File: config.mk
export PLATFORM = sky130hd
export DESIGN_NAME = bus_stat_mon
export DESIGN_NICKNAME = d
export VERILOG_FILES = /design/src/chan_probe.v /design/src/bus_stat_mon.v
export VERILOG_INCLUDE_DIRS = /design/src
export SDC_FILE = /design/constraint.sdc
export NUM_CORES = 2
export LEC_CHECK = 0
export ABC_AREA = 0
export BUFFER_PORTS_ARGS = -buffer_cell sky130_fd_sc_hd__buf_2
export CORE_ASPECT_RATIO = 1.5
export CORE_MARGIN = 3
export CORE_UTILIZATION = 45
export CTS_BUF_LIST = sky130_fd_sc_hd__clkbuf_8
export DETAILED_ROUTE_END_ITERATION = 8
export PLACE_DENSITY_LB_ADDON = 0.05
export SLEW_MARGIN = 10
export SYNTH_ARGS = -nofsm -noshare
export SYNTH_HDL_FRONTEND = slang
export SYNTH_SLANG_ARGS = --single-unit
File: constraint.sdc
create_clock -name i_mclk -period 46.5 [get_ports i_mclk]
set_clock_uncertainty 0.15 [all_clocks]
set_input_delay 9.3 -clock i_mclk [delete_from_list [all_inputs] [get_ports i_mclk]]
set_output_delay 9.3 -clock i_mclk [all_outputs]
set_load 0.01 [all_outputs]
File: src/bus_stat_regs.vh
// register map, field positions and reset values of the bus statistics monitor
// How it works
// (RULE_01) software pulses stat_clear before each run
// (RULE_02) configure everything while stat_run_enable is low
// (RULE_03) enable only after a frame end is seen
// (RULE_04) latency uses only latency_target_id reads
// (RULE_05) keep largest latency of selected ID
// (RULE_06) count cycles while a run is active
// (RULE_07) accumulate qualifying latencies and count samples
// (RULE_08) only latencies above threshold are sampled
// (RULE_09) frame_mode 1 stops at frame end
// (RULE_10) total read bytes, one ID or all
// (RULE_11) total write bytes, one ID or all
// (RULE_12) real or memory aligned byte totals
// (RULE_13) wrap bursts count as already aligned
// (RULE_14) detect reads inside read window
// (RULE_15) detect writes inside write window
// (RULE_16) watch filter: one ID under mask, or all
// (RULE_17) window hit sets flags and interrupt
// (RULE_18) record IDs that caused read/write hits
// (RULE_19) clear zeroes all counters, flags, records
// (RULE_20) latency from address accept to last beat
`ifndef BUS_STAT_REGS_VH
`define BUS_STAT_REGS_VH

// ==========================================================================
// register byte offsets
`define REG_CTRL        6'h00
`define REG_LAT_CFG     6'h04
`define REG_ID_CFG      6'h08
`define REG_RWIN_LOW    6'h0c
`define REG_RWIN_HIGH   6'h10
`define REG_WWIN_LOW    6'h14
`define REG_WWIN_HIGH   6'h18
`define REG_EVENT       6'h1c
`define REG_WORK_CNT    6'h20
`define REG_MAX_LAT     6'h24
`define REG_SAMP_NUM    6'h28
`define REG_ACC_SUM     6'h2c
`define REG_RD_BYTES    6'h30
`define REG_WR_BYTES    6'h34

// ==========================================================================
// control register fields
`define CTRL_CLEAR      0
`define CTRL_RUN        1
`define CTRL_FRAME      2
`define CTRL_STYLE      3
`define CTRL_WRAPC      4
`define CTRL_ALIGN_LO   5
`define CTRL_ALIGN_HI   6
`define CTRL_RDSEL      7
`define CTRL_WRSEL      8
`define CTRL_WATCHSEL   9
`define CTRL_W          10

// id configuration fields
`define IDC_RD_LO       0
`define IDC_WR_LO       8
`define IDC_WATCH_LO    16
`define IDC_MASK_LO     24
// latency configuration fields
`define LAT_ID_LO       0
`define LAT_THR_LO      16
// event register fields
`define EV_RD_HIT       0
`define EV_WR_HIT       1
`define EV_FINISH       2
`define EV_RD_ID_LO     8
`define EV_WR_ID_LO     16

// ==========================================================================
// constants
`define RST_ZERO32      32'h0000_0000
`define RST_CTRL        10'h000
`define ALIGN_BASE      3'h4
`define BURST_WRAP      2'h2
`define ONE32           32'h0000_0001

`endif

File: src/chan_probe.v
// address channel probe: byte count, count filter and window watch
`default_nettype none
`include "bus_stat_regs.vh"

module chan_probe #(
	parameter IDW = 7
) (
	input  wire [31:0]    i_addr,
	input  wire [7:0]     i_len,
	input  wire [2:0]     i_size,
	input  wire [1:0]     i_burst,
	input  wire [IDW-1:0] i_id,
	input  wire           i_style,
	input  wire [1:0]     i_align,
	input  wire           i_wrapc,
	input  wire           i_cnt_sel,
	input  wire [IDW-1:0] i_cnt_id,
	input  wire [31:0]    i_win_low,
	input  wire [31:0]    i_win_high,
	input  wire           i_watch_sel,
	input  wire [IDW-1:0] i_watch_id,
	input  wire [IDW-1:0] i_watch_mask,
	output reg  [31:0]    o_bytes,
	output wire           o_count_ok,
	output wire           o_hit
);
	wire [31:0] real_bytes;
	wire [31:0] gran_mask;
	wire [31:0] lo_edge;
	wire [31:0] hi_edge;
	wire [2:0]  gshift;
	wire        id_watch;

	// real bytes of the burst: beats times beat size
	assign real_bytes = ({24'h000000, i_len} + `ONE32) << i_size;
	// granule is 16 bytes times two to the align kind
	assign gshift     = `ALIGN_BASE + {1'b0, i_align};
	assign gran_mask  = (`ONE32 << gshift) - `ONE32;
	assign lo_edge    = i_addr & ~gran_mask;
	assign hi_edge    = (i_addr + real_bytes + gran_mask) & ~gran_mask;

	// pick real or aligned total
	always @* begin
		o_bytes = real_bytes; // RULE_12
		if (i_style && !(i_wrapc && i_burst == `BURST_WRAP)) begin // RULE_13
			o_bytes = hi_edge - lo_edge; // RULE_12
		end
	end

	assign o_count_ok = !i_cnt_sel || (i_id == i_cnt_id); // RULE_10 RULE_11
	// masked bits of the id are ignored when one id is watched
	assign id_watch   = !i_watch_sel ||
		(((i_id ^ i_watch_id) & ~i_watch_mask) == {IDW{1'b0}}); // RULE_16
	assign o_hit      = id_watch && (i_addr >= i_win_low) &&
		(i_addr < i_win_high); // RULE_14 RULE_15
endmodule // chan_probe

`default_nettype wire

File: src/bus_stat_mon.v
// bus traffic statistics monitor with apb register slave
`default_nettype none
`include "bus_stat_regs.vh"

module bus_stat_mon #(
	parameter IDW      = 7,
	parameter THRW     = 16,
	parameter LAT_AW   = 3
) (
	input  wire           i_mclk,
	input  wire           i_nrst,
	// apb slave
	input  wire           i_psel,
	input  wire           i_penable,
	input  wire           i_pwrite,
	input  wire [5:0]     i_paddr,
	input  wire [31:0]    i_pwdata,
	input  wire [3:0]     i_pstrb,
	output reg            o_pready,
	output reg  [31:0]    o_prdata,
	output reg            o_pslverr,
	// observed read address channel
	input  wire           i_arvalid,
	input  wire           i_arready,
	input  wire [IDW-1:0] i_arid,
	input  wire [31:0]    i_araddr,
	input  wire [7:0]     i_arlen,
	input  wire [2:0]     i_arsize,
	input  wire [1:0]     i_arburst,
	// observed read data channel
	input  wire           i_rvalid,
	input  wire           i_rready,
	input  wire [IDW-1:0] i_rid,
	input  wire           i_rlast,
	// observed write address channel
	input  wire           i_awvalid,
	input  wire           i_awready,
	input  wire [IDW-1:0] i_awid,
	input  wire [31:0]    i_awaddr,
	input  wire [7:0]     i_awlen,
	input  wire [2:0]     i_awsize,
	input  wire [1:0]     i_awburst,
	// frame boundary and interrupt
	input  wire           i_frame_end,
	output reg            o_irq
);
	localparam LAT_DEPTH = 1 << LAT_AW;

	// ======================================================================
	// reset release through two flops
	reg rst_s1_q;
	reg rst_n_q;
	always @(posedge i_mclk or negedge i_nrst) begin
		if (!i_nrst) begin
			rst_s1_q <= 1'b0;
			rst_n_q  <= 1'b0;
		end else begin
			rst_s1_q <= 1'b1;
			rst_n_q  <= rst_s1_q;
		end
	end

	// ======================================================================
	// configuration registers
	reg  [`CTRL_W-1:0] ctrl_q;
	reg  [31:0]        lat_cfg_q;
	reg  [31:0]        id_cfg_q;
	reg  [31:0]        rwin_low_q;
	reg  [31:0]        rwin_high_q;
	reg  [31:0]        wwin_low_q;
	reg  [31:0]        wwin_high_q;

	wire            stat_clear    = ctrl_q[`CTRL_CLEAR];
	wire            stat_run_enable = ctrl_q[`CTRL_RUN];
	wire            frame_mode    = ctrl_q[`CTRL_FRAME];
	wire            byte_count_style = ctrl_q[`CTRL_STYLE];
	wire            wrap_align_correction = ctrl_q[`CTRL_WRAPC];
	wire [1:0]      memory_align_kind = ctrl_q[`CTRL_ALIGN_HI:`CTRL_ALIGN_LO];
	wire            read_id_filter_select  = ctrl_q[`CTRL_RDSEL];
	wire            write_id_filter_select = ctrl_q[`CTRL_WRSEL];
	wire            watch_id_filter_select = ctrl_q[`CTRL_WATCHSEL];
	wire [IDW-1:0]  latency_target_id = lat_cfg_q[`LAT_ID_LO +: IDW];
	wire [THRW-1:0] latency_threshold = lat_cfg_q[`LAT_THR_LO +: THRW];
	wire [IDW-1:0]  read_count_id  = id_cfg_q[`IDC_RD_LO +: IDW];
	wire [IDW-1:0]  write_count_id = id_cfg_q[`IDC_WR_LO +: IDW];
	wire [IDW-1:0]  watch_id       = id_cfg_q[`IDC_WATCH_LO +: IDW];
	wire [IDW-1:0]  watch_id_mask  = id_cfg_q[`IDC_MASK_LO +: IDW];

	// ======================================================================
	// statistics state
	reg  [31:0]    work_cnt_q;
	reg  [31:0]    max_lat_q;
	reg  [31:0]    samp_num_q;
	reg  [31:0]    acc_sum_q;
	reg  [31:0]    rd_bytes_q;
	reg  [31:0]    wr_bytes_q;
	reg            finished_q;
	reg            read_window_hit_q;
	reg            write_window_hit_q;
	reg  [IDW-1:0] read_hit_id_record_q;
	reg  [IDW-1:0] write_hit_id_record_q;
	reg  [31:0]    tick_q;
	reg  [31:0]    stamp_mem [0:LAT_DEPTH-1];
	reg  [LAT_AW:0] wr_ptr_q;
	reg  [LAT_AW:0] rd_ptr_q;

	// ======================================================================
	// apb access decode
	wire apb_acc = i_psel && i_penable && !o_pready;
	// a write lands at the edge where the master samples ready high
	wire apb_wr  = i_psel && i_penable && o_pready && i_pwrite;
	reg  [31:0] rd_mux;
	reg         addr_ok;
	wire [31:0] event_flags;

	assign event_flags = {{(16-IDW){1'b0}}, write_hit_id_record_q,
		1'b0, read_hit_id_record_q, 5'h00, finished_q,
		write_window_hit_q, read_window_hit_q}; // RULE_17 RULE_18

	// read mux, unmapped reads give zero with slave error
	always @* begin
		rd_mux  = `RST_ZERO32;
		addr_ok = 1'b1;
		case (i_paddr)
		`REG_CTRL:      rd_mux = {{(32-`CTRL_W){1'b0}}, ctrl_q};
		`REG_LAT_CFG:   rd_mux = lat_cfg_q;
		`REG_ID_CFG:    rd_mux = id_cfg_q;
		`REG_RWIN_LOW:  rd_mux = rwin_low_q;
		`REG_RWIN_HIGH: rd_mux = rwin_high_q;
		`REG_WWIN_LOW:  rd_mux = wwin_low_q;
		`REG_WWIN_HIGH: rd_mux = wwin_high_q;
		`REG_EVENT:     rd_mux = event_flags;
		`REG_WORK_CNT:  rd_mux = work_cnt_q;
		`REG_MAX_LAT:   rd_mux = max_lat_q;
		`REG_SAMP_NUM:  rd_mux = samp_num_q;
		`REG_ACC_SUM:   rd_mux = acc_sum_q;
		`REG_RD_BYTES:  rd_mux = rd_bytes_q;
		`REG_WR_BYTES:  rd_mux = wr_bytes_q;
		default:        addr_ok = 1'b0;
		endcase
	end

	// byte lane merge for writable words
	function [31:0] merge;
		input [31:0] old;
		input [31:0] nw;
		input [3:0]  strb;
		integer k;
		begin
			merge = old;
			for (k = 0; k < 4; k = k + 1) begin
				if (strb[k]) begin
					merge[k*8 +: 8] = nw[k*8 +: 8];
				end
			end
		end
	endfunction

	wire [31:0] ctrl_wide = {{(32-`CTRL_W){1'b0}}, ctrl_q};
	wire [31:0] ctrl_new  = merge(ctrl_wide, i_pwdata, i_pstrb);

	// apb answer one cycle into the access phase
	always @(posedge i_mclk or negedge rst_n_q) begin
		if (!rst_n_q) begin
			o_pready  <= 1'b0;
			o_prdata  <= `RST_ZERO32;
			o_pslverr <= 1'b0;
		end else begin
			o_pready  <= apb_acc;
			o_prdata  <= (apb_acc && !i_pwrite) ? rd_mux : `RST_ZERO32;
			o_pslverr <= apb_acc && !addr_ok;
		end
	end

	// configuration writes
	always @(posedge i_mclk or negedge rst_n_q) begin
		if (!rst_n_q) begin
			ctrl_q      <= `RST_CTRL;
			lat_cfg_q   <= `RST_ZERO32;
			id_cfg_q    <= `RST_ZERO32;
			rwin_low_q  <= `RST_ZERO32;
			rwin_high_q <= `RST_ZERO32;
			wwin_low_q  <= `RST_ZERO32;
			wwin_high_q <= `RST_ZERO32;
		end else if (apb_wr) begin
			case (i_paddr)
			`REG_CTRL:      ctrl_q <= ctrl_new[`CTRL_W-1:0];
			`REG_LAT_CFG:   lat_cfg_q <= merge(lat_cfg_q, i_pwdata, i_pstrb);
			`REG_ID_CFG:    id_cfg_q <= merge(id_cfg_q, i_pwdata, i_pstrb);
			`REG_RWIN_LOW:  rwin_low_q <= merge(rwin_low_q, i_pwdata, i_pstrb);
			`REG_RWIN_HIGH: rwin_high_q <= merge(rwin_high_q, i_pwdata,
				i_pstrb);
			`REG_WWIN_LOW:  wwin_low_q <= merge(wwin_low_q, i_pwdata, i_pstrb);
			`REG_WWIN_HIGH: wwin_high_q <= merge(wwin_high_q, i_pwdata,
				i_pstrb);
			default:        ctrl_q <= ctrl_q;
			endcase
		end
	end

	// ======================================================================
	// channel probes
	wire [31:0] ar_bytes;
	wire [31:0] aw_bytes;
	wire        ar_cnt_ok;
	wire        aw_cnt_ok;
	wire        ar_hit;
	wire        aw_hit;

	chan_probe #(.IDW(IDW)) u_ar_probe (
		.i_addr       (i_araddr),
		.i_len        (i_arlen),
		.i_size       (i_arsize),
		.i_burst      (i_arburst),
		.i_id         (i_arid),
		.i_style      (byte_count_style),
		.i_align      (memory_align_kind),
		.i_wrapc      (wrap_align_correction),
		.i_cnt_sel    (read_id_filter_select),
		.i_cnt_id     (read_count_id),
		.i_win_low    (rwin_low_q),
		.i_win_high   (rwin_high_q),
		.i_watch_sel  (watch_id_filter_select),
		.i_watch_id   (watch_id),
		.i_watch_mask (watch_id_mask),
		.o_bytes      (ar_bytes),
		.o_count_ok   (ar_cnt_ok),
		.o_hit        (ar_hit)
	);

	chan_probe #(.IDW(IDW)) u_aw_probe (
		.i_addr       (i_awaddr),
		.i_len        (i_awlen),
		.i_size       (i_awsize),
		.i_burst      (i_awburst),
		.i_id         (i_awid),
		.i_style      (byte_count_style),
		.i_align      (memory_align_kind),
		.i_wrapc      (wrap_align_correction),
		.i_cnt_sel    (write_id_filter_select),
		.i_cnt_id     (write_count_id),
		.i_win_low    (wwin_low_q),
		.i_win_high   (wwin_high_q),
		.i_watch_sel  (watch_id_filter_select),
		.i_watch_id   (watch_id),
		.i_watch_mask (watch_id_mask),
		.o_bytes      (aw_bytes),
		.o_count_ok   (aw_cnt_ok),
		.o_hit        (aw_hit)
	);

	// ======================================================================
	// run control and latency timing
	wire run_active = stat_run_enable && !finished_q;
	wire ar_fire    = i_arvalid && i_arready;
	wire aw_fire    = i_awvalid && i_awready;
	wire ar_target  = ar_fire && (i_arid == latency_target_id); // RULE_04
	wire r_target   = i_rvalid && i_rready && i_rlast &&
		(i_rid == latency_target_id); // RULE_04
	wire lat_full   = (wr_ptr_q[LAT_AW] != rd_ptr_q[LAT_AW]) &&
		(wr_ptr_q[LAT_AW-1:0] == rd_ptr_q[LAT_AW-1:0]);
	wire lat_empty  = (wr_ptr_q == rd_ptr_q);
	wire lat_push   = ar_target && !lat_full;
	wire lat_pop    = r_target && !lat_empty;
	wire [31:0] lat_now = tick_q - stamp_mem[rd_ptr_q[LAT_AW-1:0]]; // RULE_20
	wire lat_sample = lat_pop && run_active &&
		(lat_now > {{(32-THRW){1'b0}}, latency_threshold}); // RULE_08

	// free running timestamp for address acceptance
	always @(posedge i_mclk or negedge rst_n_q) begin
		if (!rst_n_q) begin
			tick_q <= `RST_ZERO32;
		end else begin
			tick_q <= tick_q + `ONE32;
		end
	end

	// same-id reads return in order, so one stamp queue suffices
	always @(posedge i_mclk) begin
		if (lat_push) begin
			stamp_mem[wr_ptr_q[LAT_AW-1:0]] <= tick_q; // RULE_20
		end
	end

	// stamp queue pointers
	always @(posedge i_mclk or negedge rst_n_q) begin
		if (!rst_n_q) begin
			wr_ptr_q <= {(LAT_AW+1){1'b0}};
			rd_ptr_q <= {(LAT_AW+1){1'b0}};
		end else if (stat_clear) begin
			wr_ptr_q <= {(LAT_AW+1){1'b0}}; // RULE_19
			rd_ptr_q <= {(LAT_AW+1){1'b0}};
		end else begin
			if (lat_push) begin
				wr_ptr_q <= wr_ptr_q + 1'b1;
			end
			if (lat_pop) begin
				rd_ptr_q <= rd_ptr_q + 1'b1;
			end
		end
	end

	// ======================================================================
	// counters and event capture
	always @(posedge i_mclk or negedge rst_n_q) begin
		if (!rst_n_q) begin
			work_cnt_q            <= `RST_ZERO32;
			max_lat_q             <= `RST_ZERO32;
			samp_num_q            <= `RST_ZERO32;
			acc_sum_q             <= `RST_ZERO32;
			rd_bytes_q            <= `RST_ZERO32;
			wr_bytes_q            <= `RST_ZERO32;
			finished_q            <= 1'b0;
			read_window_hit_q     <= 1'b0;
			write_window_hit_q    <= 1'b0;
			read_hit_id_record_q  <= {IDW{1'b0}};
			write_hit_id_record_q <= {IDW{1'b0}};
		end else if (stat_clear) begin
			work_cnt_q            <= `RST_ZERO32; // RULE_19
			max_lat_q             <= `RST_ZERO32;
			samp_num_q            <= `RST_ZERO32;
			acc_sum_q             <= `RST_ZERO32;
			rd_bytes_q            <= `RST_ZERO32;
			wr_bytes_q            <= `RST_ZERO32;
			finished_q            <= 1'b0;
			read_window_hit_q     <= 1'b0;
			write_window_hit_q    <= 1'b0;
			read_hit_id_record_q  <= {IDW{1'b0}};
			write_hit_id_record_q <= {IDW{1'b0}};
		end else if (run_active) begin
			work_cnt_q <= work_cnt_q + `ONE32; // RULE_06
			if (lat_pop && lat_now > max_lat_q) begin
				max_lat_q <= lat_now; // RULE_05
			end
			if (lat_sample) begin
				samp_num_q <= samp_num_q + `ONE32; // RULE_07
				acc_sum_q  <= acc_sum_q + lat_now; // RULE_07
			end
			if (ar_fire && ar_cnt_ok) begin
				rd_bytes_q <= rd_bytes_q + ar_bytes; // RULE_10
			end
			if (aw_fire && aw_cnt_ok) begin
				wr_bytes_q <= wr_bytes_q + aw_bytes; // RULE_11
			end
			if (ar_fire && ar_hit) begin
				read_window_hit_q    <= 1'b1; // RULE_17
				read_hit_id_record_q <= i_arid; // RULE_18
			end
			if (aw_fire && aw_hit) begin
				write_window_hit_q    <= 1'b1; // RULE_17
				write_hit_id_record_q <= i_awid; // RULE_18
			end
			if (frame_mode && i_frame_end) begin
				finished_q <= 1'b1; // RULE_09
			end
		end
	end

	// interrupt follows any sticky event one cycle later
	always @(posedge i_mclk or negedge rst_n_q) begin
		if (!rst_n_q) begin
			o_irq <= 1'b0;
		end else begin
			o_irq <= !stat_clear && (read_window_hit_q ||
				write_window_hit_q || finished_q); // RULE_17 RULE_09
		end
	end
endmodule // bus_stat_mon

`default_nettype wire

=== Yosys cells after proc, flatten, opt, wreduce, memory -nomap -nowiden ===
Memory sizes are Yosys's and may differ from the RTL's.
Index checks and enable logic that the tools add are counted.

* Add/sub/neg operators: 19
* Magnitude comparators: 6
* Equality and inequality tests: 22
* Shifts and indexed selects: 3
* Muxes and demuxes: 43
* Bitwise logic cells: 10
* Reduce and logical (&&, ||, !) cells: 98

{| class="wikitable"
|+ Operators by type and width
! operator !! number
|-
| 32-bit 2-to-1 mux || 20
|-
| 32-bit one-hot mux with 14 select lines || 1
|-
| 32-bit adder || 7
|-
| 32-bit bitwise AND || 4
|-
| 32-bit by 1-bit adder with 32-bit output, second input constant || 3
|-
| 32-bit subtractor || 3
|-
| 3-bit AND reduction || 26
|-
| 32-bit greater-or-equal comparator || 2
|-
| 32-bit < comparator || 2
|-
| 32-bit by 3-bit << shifter with 32-bit output || 2
|-
| 7-bit 2-to-1 mux || 6
|-
| 6-bit equality test, second input constant || 6
|-
| 1-bit logical AND || 33
|-
| 32-bit by 16-bit greater-than comparator with 1-bit output || 1
|-
| 32-bit greater-than comparator || 1
|-
| 32-bit NOT || 1
|-
| 1-bit by 3-bit << shifter with 32-bit output, first input constant || 1
|-
| 32-bit by 1-bit subtractor with 32-bit output, second input constant || 1
|-
| 7-bit equality test || 4
|-
| 6-bit by 5-bit equality test with 1-bit output, second input constant || 4
|-
| 2-bit nonzero test || 10
|-
| 8-bit by 1-bit adder with 9-bit output, second input constant || 2
|-
| 4-bit 2-to-1 mux || 4
|-
| 7-bit bitwise AND || 2
|-
| 17 further kinds || 55
|}

* Register bits after elaboration: 488
* Bits in writable memories: 256
* Bits of input ports: 166
* Output and inout bits: 35
* Logic and storage cells: 248
* Memories kept: 1

{| class="wikitable"
|+ Memories
! name !! depth !! bits a word !! read ports !! clocked after Yosys merged registers in !! wr ports !! RTL line !! RTL
|-
| stamp_mem || 8 || 32 || 1 || 0 || 1 || bus_stat_mon.v:103 || <nowiki>reg [31:0] stamp_mem [0:LAT_DEPTH-1];</nowiki>
|}

=== Depth between registers and ports, before layout ===
* Word-level depth: 11
* Mapped depth: 48
* Mapped depth without buffers: 48

=== Hierarchy ===
A second synthesis with hierarchy kept.

* Cells, all modules: 5119
* Area total of the unflattened synthesis: 51501.9 um^2

{| class="wikitable"
|+ Modules (own cells, without submodules)
! module !! times used !! cells each !! area each (um^2) !! sequential area each (um^2)
|-
| bus_stat_mon || 1 || 3340 || 38947.4 || 19899.1
|-
| chan_probe (u_ar_probe) || 1 || 896 || 6372.4 || 0.0
|-
| chan_probe (u_aw_probe) || 1 || 883 || 6182.2 || 0.0
|}

=== Worst setup path after synthesis ===
OpenSTA, ideal clock, no wires.

* Path type: input port to flip-flop
* Start: input port i_awlen[2]
* End: register wr_bytes_q[31]
* Library setup time: 0.125 ns
* Data arrival time: 17.330 ns
* Data required time: 46.225 ns
* Path slack: 28.895 ns
* Stages on the path: 37
* Path buffers: 1
* Path through: clkbuf_1 > and4_1 > and2_1 > nand2_1 > a21oi_1 > a31o_2 > o31ai_1 > mux2_2 > nor2b_1 > fa_1 > ha_1 > and3_1 > and3_1 > nand4_1 > o21ai_0 > a21oi_1 > nor2b_1 > o21a_1 > o21a_1 > nor3_1 > a2111oi_0 > ha_1 > a21o_1 > or4_1 > a221oi_1 > inv_1 > a41o_1 > a211oi_1 > a2111oi_0 > ha_1 > or4_1 > or3_1 > o22a_1 > a31oi_1 > nor3_1 > nor3_1 > mux2_2

* Cells in the longest elaborated chain, start to end: 11

{| class="wikitable"
|+ Ends and longest elaborated chain
! item !! RTL line !! RTL
|-
| start, declared || bus_stat_mon.v:40 || <nowiki>input wire [7:0] i_awlen,</nowiki>
|-
| 8-bit by 1-bit adder with 9-bit output (no line) (*) || -- ||
|-
| 32-bit by 3-bit << shifter with 32-bit output (*) || chan_probe.v:35 || <nowiki>assign real_bytes = ({24'h000000, i_len} + `ONE32) << i_size;</nowiki>
|-
| 32-bit adder (2 in a row) || chan_probe.v:40 || <nowiki>assign hi_edge = (i_addr + real_bytes + gran_mask) & ~gran_mask;</nowiki>
|-
| 32-bit bitwise AND || chan_probe.v:40 ||
|-
| 32-bit subtractor || chan_probe.v:46 || <nowiki>o_bytes = hi_edge - lo_edge;</nowiki>
|-
| 32-bit 2-to-1 mux (*) || chan_probe.v:45 || <nowiki>if (i_style && !(i_wrapc && i_burst == `BURST_WRAP)) begin</nowiki>
|-
| 32-bit adder (*) || bus_stat_mon.v:343 || <nowiki>wr_bytes_q <= wr_bytes_q + aw_bytes;</nowiki>
|-
| 32-bit 2-to-1 mux (*) || bus_stat_mon.v:342 || <nowiki>if (aw_fire && aw_cnt_ok) begin</nowiki>
|-
| 32-bit 2-to-1 mux (*) || bus_stat_mon.v:330 || <nowiki>end else if (run_active) begin</nowiki>
|-
| 32-bit 2-to-1 mux (*) || bus_stat_mon.v:318 || <nowiki>end else if (stat_clear) begin</nowiki>
|-
| end signal, assigned || bus_stat_mon.v:312 || <nowiki>wr_bytes_q <= `RST_ZERO32;</nowiki>
|-
| end signal, assigned || bus_stat_mon.v:324 || <nowiki>wr_bytes_q <= `RST_ZERO32;</nowiki>
|-
| end signal, assigned || bus_stat_mon.v:343 ||
|-
| end, declared || bus_stat_mon.v:96 || <nowiki>reg [31:0] wr_bytes_q;</nowiki>
|}

Every way passes the cells marked *; elsewhere a longest branch is shown, timed or not. The select of a mux whose other input is x is not followed.
A chain may end at the register's enable or synchronous reset.

=== Final worst setup path ===
* Start: input port i_awlen[0]
* End: register wr_bytes_q[31]

The elaborated chain is that of the path after synthesis.

==> impl_results.md <==
- DR WL/cell: 24.4 microns
- Critical Path Source Type: primary input
- Layout cells sized above 1: 15.0%
- Area grow syn2layout: 10.8%
- Post-DP HPWL: 124 mm
- Crit path kind: primary input to register
- Post-Place Cells: 6410
- Peak Freq: 55.5 MHz
- LEAKAGE: 25.2 nW
- P_int: 0.00107 W
- NetSw: 0.000433 W
- Cell variety after synth: 88
- Clock slew at reported path FFs: 70 ps
- CTS Buf Count: 120
- Wire length of the first global-routing pass: 243 mm
- Cell Area, Synth: 0.0499 sq mm
- Ys async rst share: 65.6%
- Fill count: 10500
- Switching Fraction: 28.7%
- Initial antenna violation count: 21
- Final period utilization: 38.7%
- Avg Cell Area, Syn: 10.3 sq um
- Multi-input logic area: 0.0282 sq mm
- Combinational Power Share: 16.0%
- Gr usage total: 28.1%
- Port bufs: 200
- Unrepaired setup endpoints after global routing: false
- Total Routed Length: 162 mm
- Mapped Cells: 4844
- Hold Vio Cnt, Final: 0
- Io pins: 201
- Delay-heaviest family, CP: compound AO/OA/AOI/OAI gates
- Setup Buffers After CTS: 0
- Register area: 0.0199 sq mm
- GPL Wtd Cong: 0.941
- FF+latch count, synth: 744
- DRC Markers: 0
- Number of synthesized flops with an enable pin: 256
- Max-capacitance violation count: 0
- Clk_lat worst skew: 860 ps
- Clock net sink count: 744
- Setup crit end kind: register
- Worst Path Buf+Inv: 3
- Fin cells: 6646
- Post-synthesis sequential area ratio: 39.9%
- Met3 Use GR: 3.95%
- Die Y: 414 microns
- Core area: 0.110 sq mm
- Clk pwr share: 38.7%
- Pin count of the biggest net entering global routing: 138
- CP required: 47060 ps
- Max reg flops: 256
- Post-route ant nets: 0
- Status: completed
- Max-Slew Margin vs Limit: 25.3%
- HP Class: register to asynchronous set/reset pin
- Final Net Count: 5805
- Commonest non-fill, non-tap cell in the layout: ha_1
- Worst-margin pin slew: 1110 ps
- Slowest CP cell: a221oi_1
- Post-CTS Resized: 0
- Arrival @ worst endpoint: 18570 ps
- Most used cells in the layout excluding fill and tap cells: 513 x ha_1, 483 x dfrtp_1, 450 x nor2_1
- Power Dens Cells: 27.3 mW/mm^2
- GR Util met2: 50.2%
- Final Critical Period: 18010 ps
- Sequential power share: 45.3%
- TritonCTS clock tree: yes
- DRT Pass-1 Iters: 6
- Max Fanout on Critical Path: 6
- YS warnings: 0
- Routed vias/inst: 5.81
- Routed vias: 38600
- Slew Limit Fails: 0
- Setup tns final: 0 ps
- Clk buf depth: 3
- Total gr overflow: 0
- Maximum VDD drop: 0.0247 mV
- CTS Hold Bufs: 0
- Vias in the first global route: 39100
- Row Count: 149
- Die area: 0.115 sq mm
- Final setup viols: 0
- Ys flop type: dfrtp_1
- CTS H-tree depth: 3
- Crit path largest cell delay: 700 ps
- Die X: 278 microns
- Gr busiest metal: met2
- Initial core utilization: 45.4%
- Drt initial violations: 2952
- Met1 Usage GRT: 32.9%
- Root Buffer: clkbuf_8
- Power, Total: 0.00151 W
## cell type report
class,instances,share of cell area (%)
Sequential cell,744,36.0
Clock buffer,142,3.54
Antenna cell,11,0.0498
Clock inverter,83,0.917
Tap cell,1434,3.25
Multi-Input combinational cell,3592,51.0
Inverter,382,2.59
Timing Repair Buffer,258,2.62
## power by group through the flow
| stage | Sequential (W) | Clock [W] | Combinational (W) |
|---|---|---|---|
| 6_report | 0.000682 | 0.000584 | 0.000241 |
| 5_1_grt | 0.000682 | 0.000628 | 0.000269 |
| 4_1_cts | 0.000682 | 0.000600 | 0.000241 |
| 3_5_place_dp | 0.000695 | 0 | 0.000239 |
| 3_3_place_gp | 0.000695 | 0 | 0.000238 |
| 2_1_floorplan | 0.000698 | 0 | 0.000162 |
## per-layer routing
metal	wire (microns)	up-vias
met5	80	-
met4	8720	14
met2	81900	1059
li1	-	18100
met1	63200	19100
met3	8320	326
## cells by family (layout without fill, tap and decap cells)
| family | Yosys count | after routing | synth area share [%] |
|---|---|---|---|
| AO/OA/AOI/OAI | 1067 | 1067 | 14.4 |
| multiplexers | 403 | 403 | 10.2 |
| adder cells (fa/ha/maj) | 541 | 541 | 14.0 |
| flip-flops | 744 | 744 | 39.9 |
| other | 2 | 36 | 0.0151 |
| XOR/XNOR | 328 | 328 | 5.79 |
| buffers and inverters | 531 | 865 | 4.06 |
| AND/OR/NAND/NOR | 1228 | 1228 | 11.6 |
## stage by stage
step                utilization (%)  hold WS, ps  cell area, sq um  setup WS [ps]
finish                         50.2          187             55300          28490
global route                   50.2          207             55200          27780
global placement               48.0          190             52800          27810
detailed placement             48.0          190             52800          27710
floorplan                         -          181             50000          28900
CTS                            50.2          203             55200          28560
## worst paths after layout
kind,from,end,slack (ps),depth (start not counted)
max,i_awlen[0],wr_bytes_q[31],28490,42
min,rst_n_q,acc_sum_q[6],190,0
max reg2reg,ctrl_q[6],wr_bytes_q[31],36100,35
min reg2reg,rst_n_q,acc_sum_q[6],190,0
max in group asynchronous,i_nrst,rst_n_q,37970,1
min in group i_mclk,rst_s1_q,rst_n_q,200,0
## synth_stat cells, types with 7 or more instances
cell       instances  area (sq um)
ha_1             513          6420
dfrtp_1          488         12200
nor2_1           466          1750
inv_1            381          1430
a21oi_1          327          1640
edfxtp_1         256          7690
nand2_1          248           931
mux2_2           212          2390
xnor2_1          193          1690
a21o_1           155          1160
o21ai_0          152           761
xor2_1           134          1170
mux2i_1          126          1260
clkbuf_1         124           465
nand3_1           97           485
mux4_2            65          1460
nor3_1            62           310
nand4_1           59           369
a222oi_1          54           541
nor2b_1           54           338
nand2b_1          50           313
a22oi_1           47           353
o21a_1            45           338
a221oi_1          44           385
and3_1            44           275
a31oi_1           38           238
or3_1             38           238
a22o_1            31           272
and2_1            31           194
fa_1              28           561
nor4_1            25           156
o21bai_1          19           143
o31ai_1           18           135
buf_1             15          56.3
o211ai_1          15           113
a41oi_1           14           123
or2_2             13          81.3
a211oi_1          12          90.1
o22ai_1           11          68.8
and4_1            10          87.6
a2111oi_0          8          70.1
nand3b_1           8          60.1
o41ai_1            7          61.3
or4_1              7          52.6
Power figures use the tool's default switching activity.
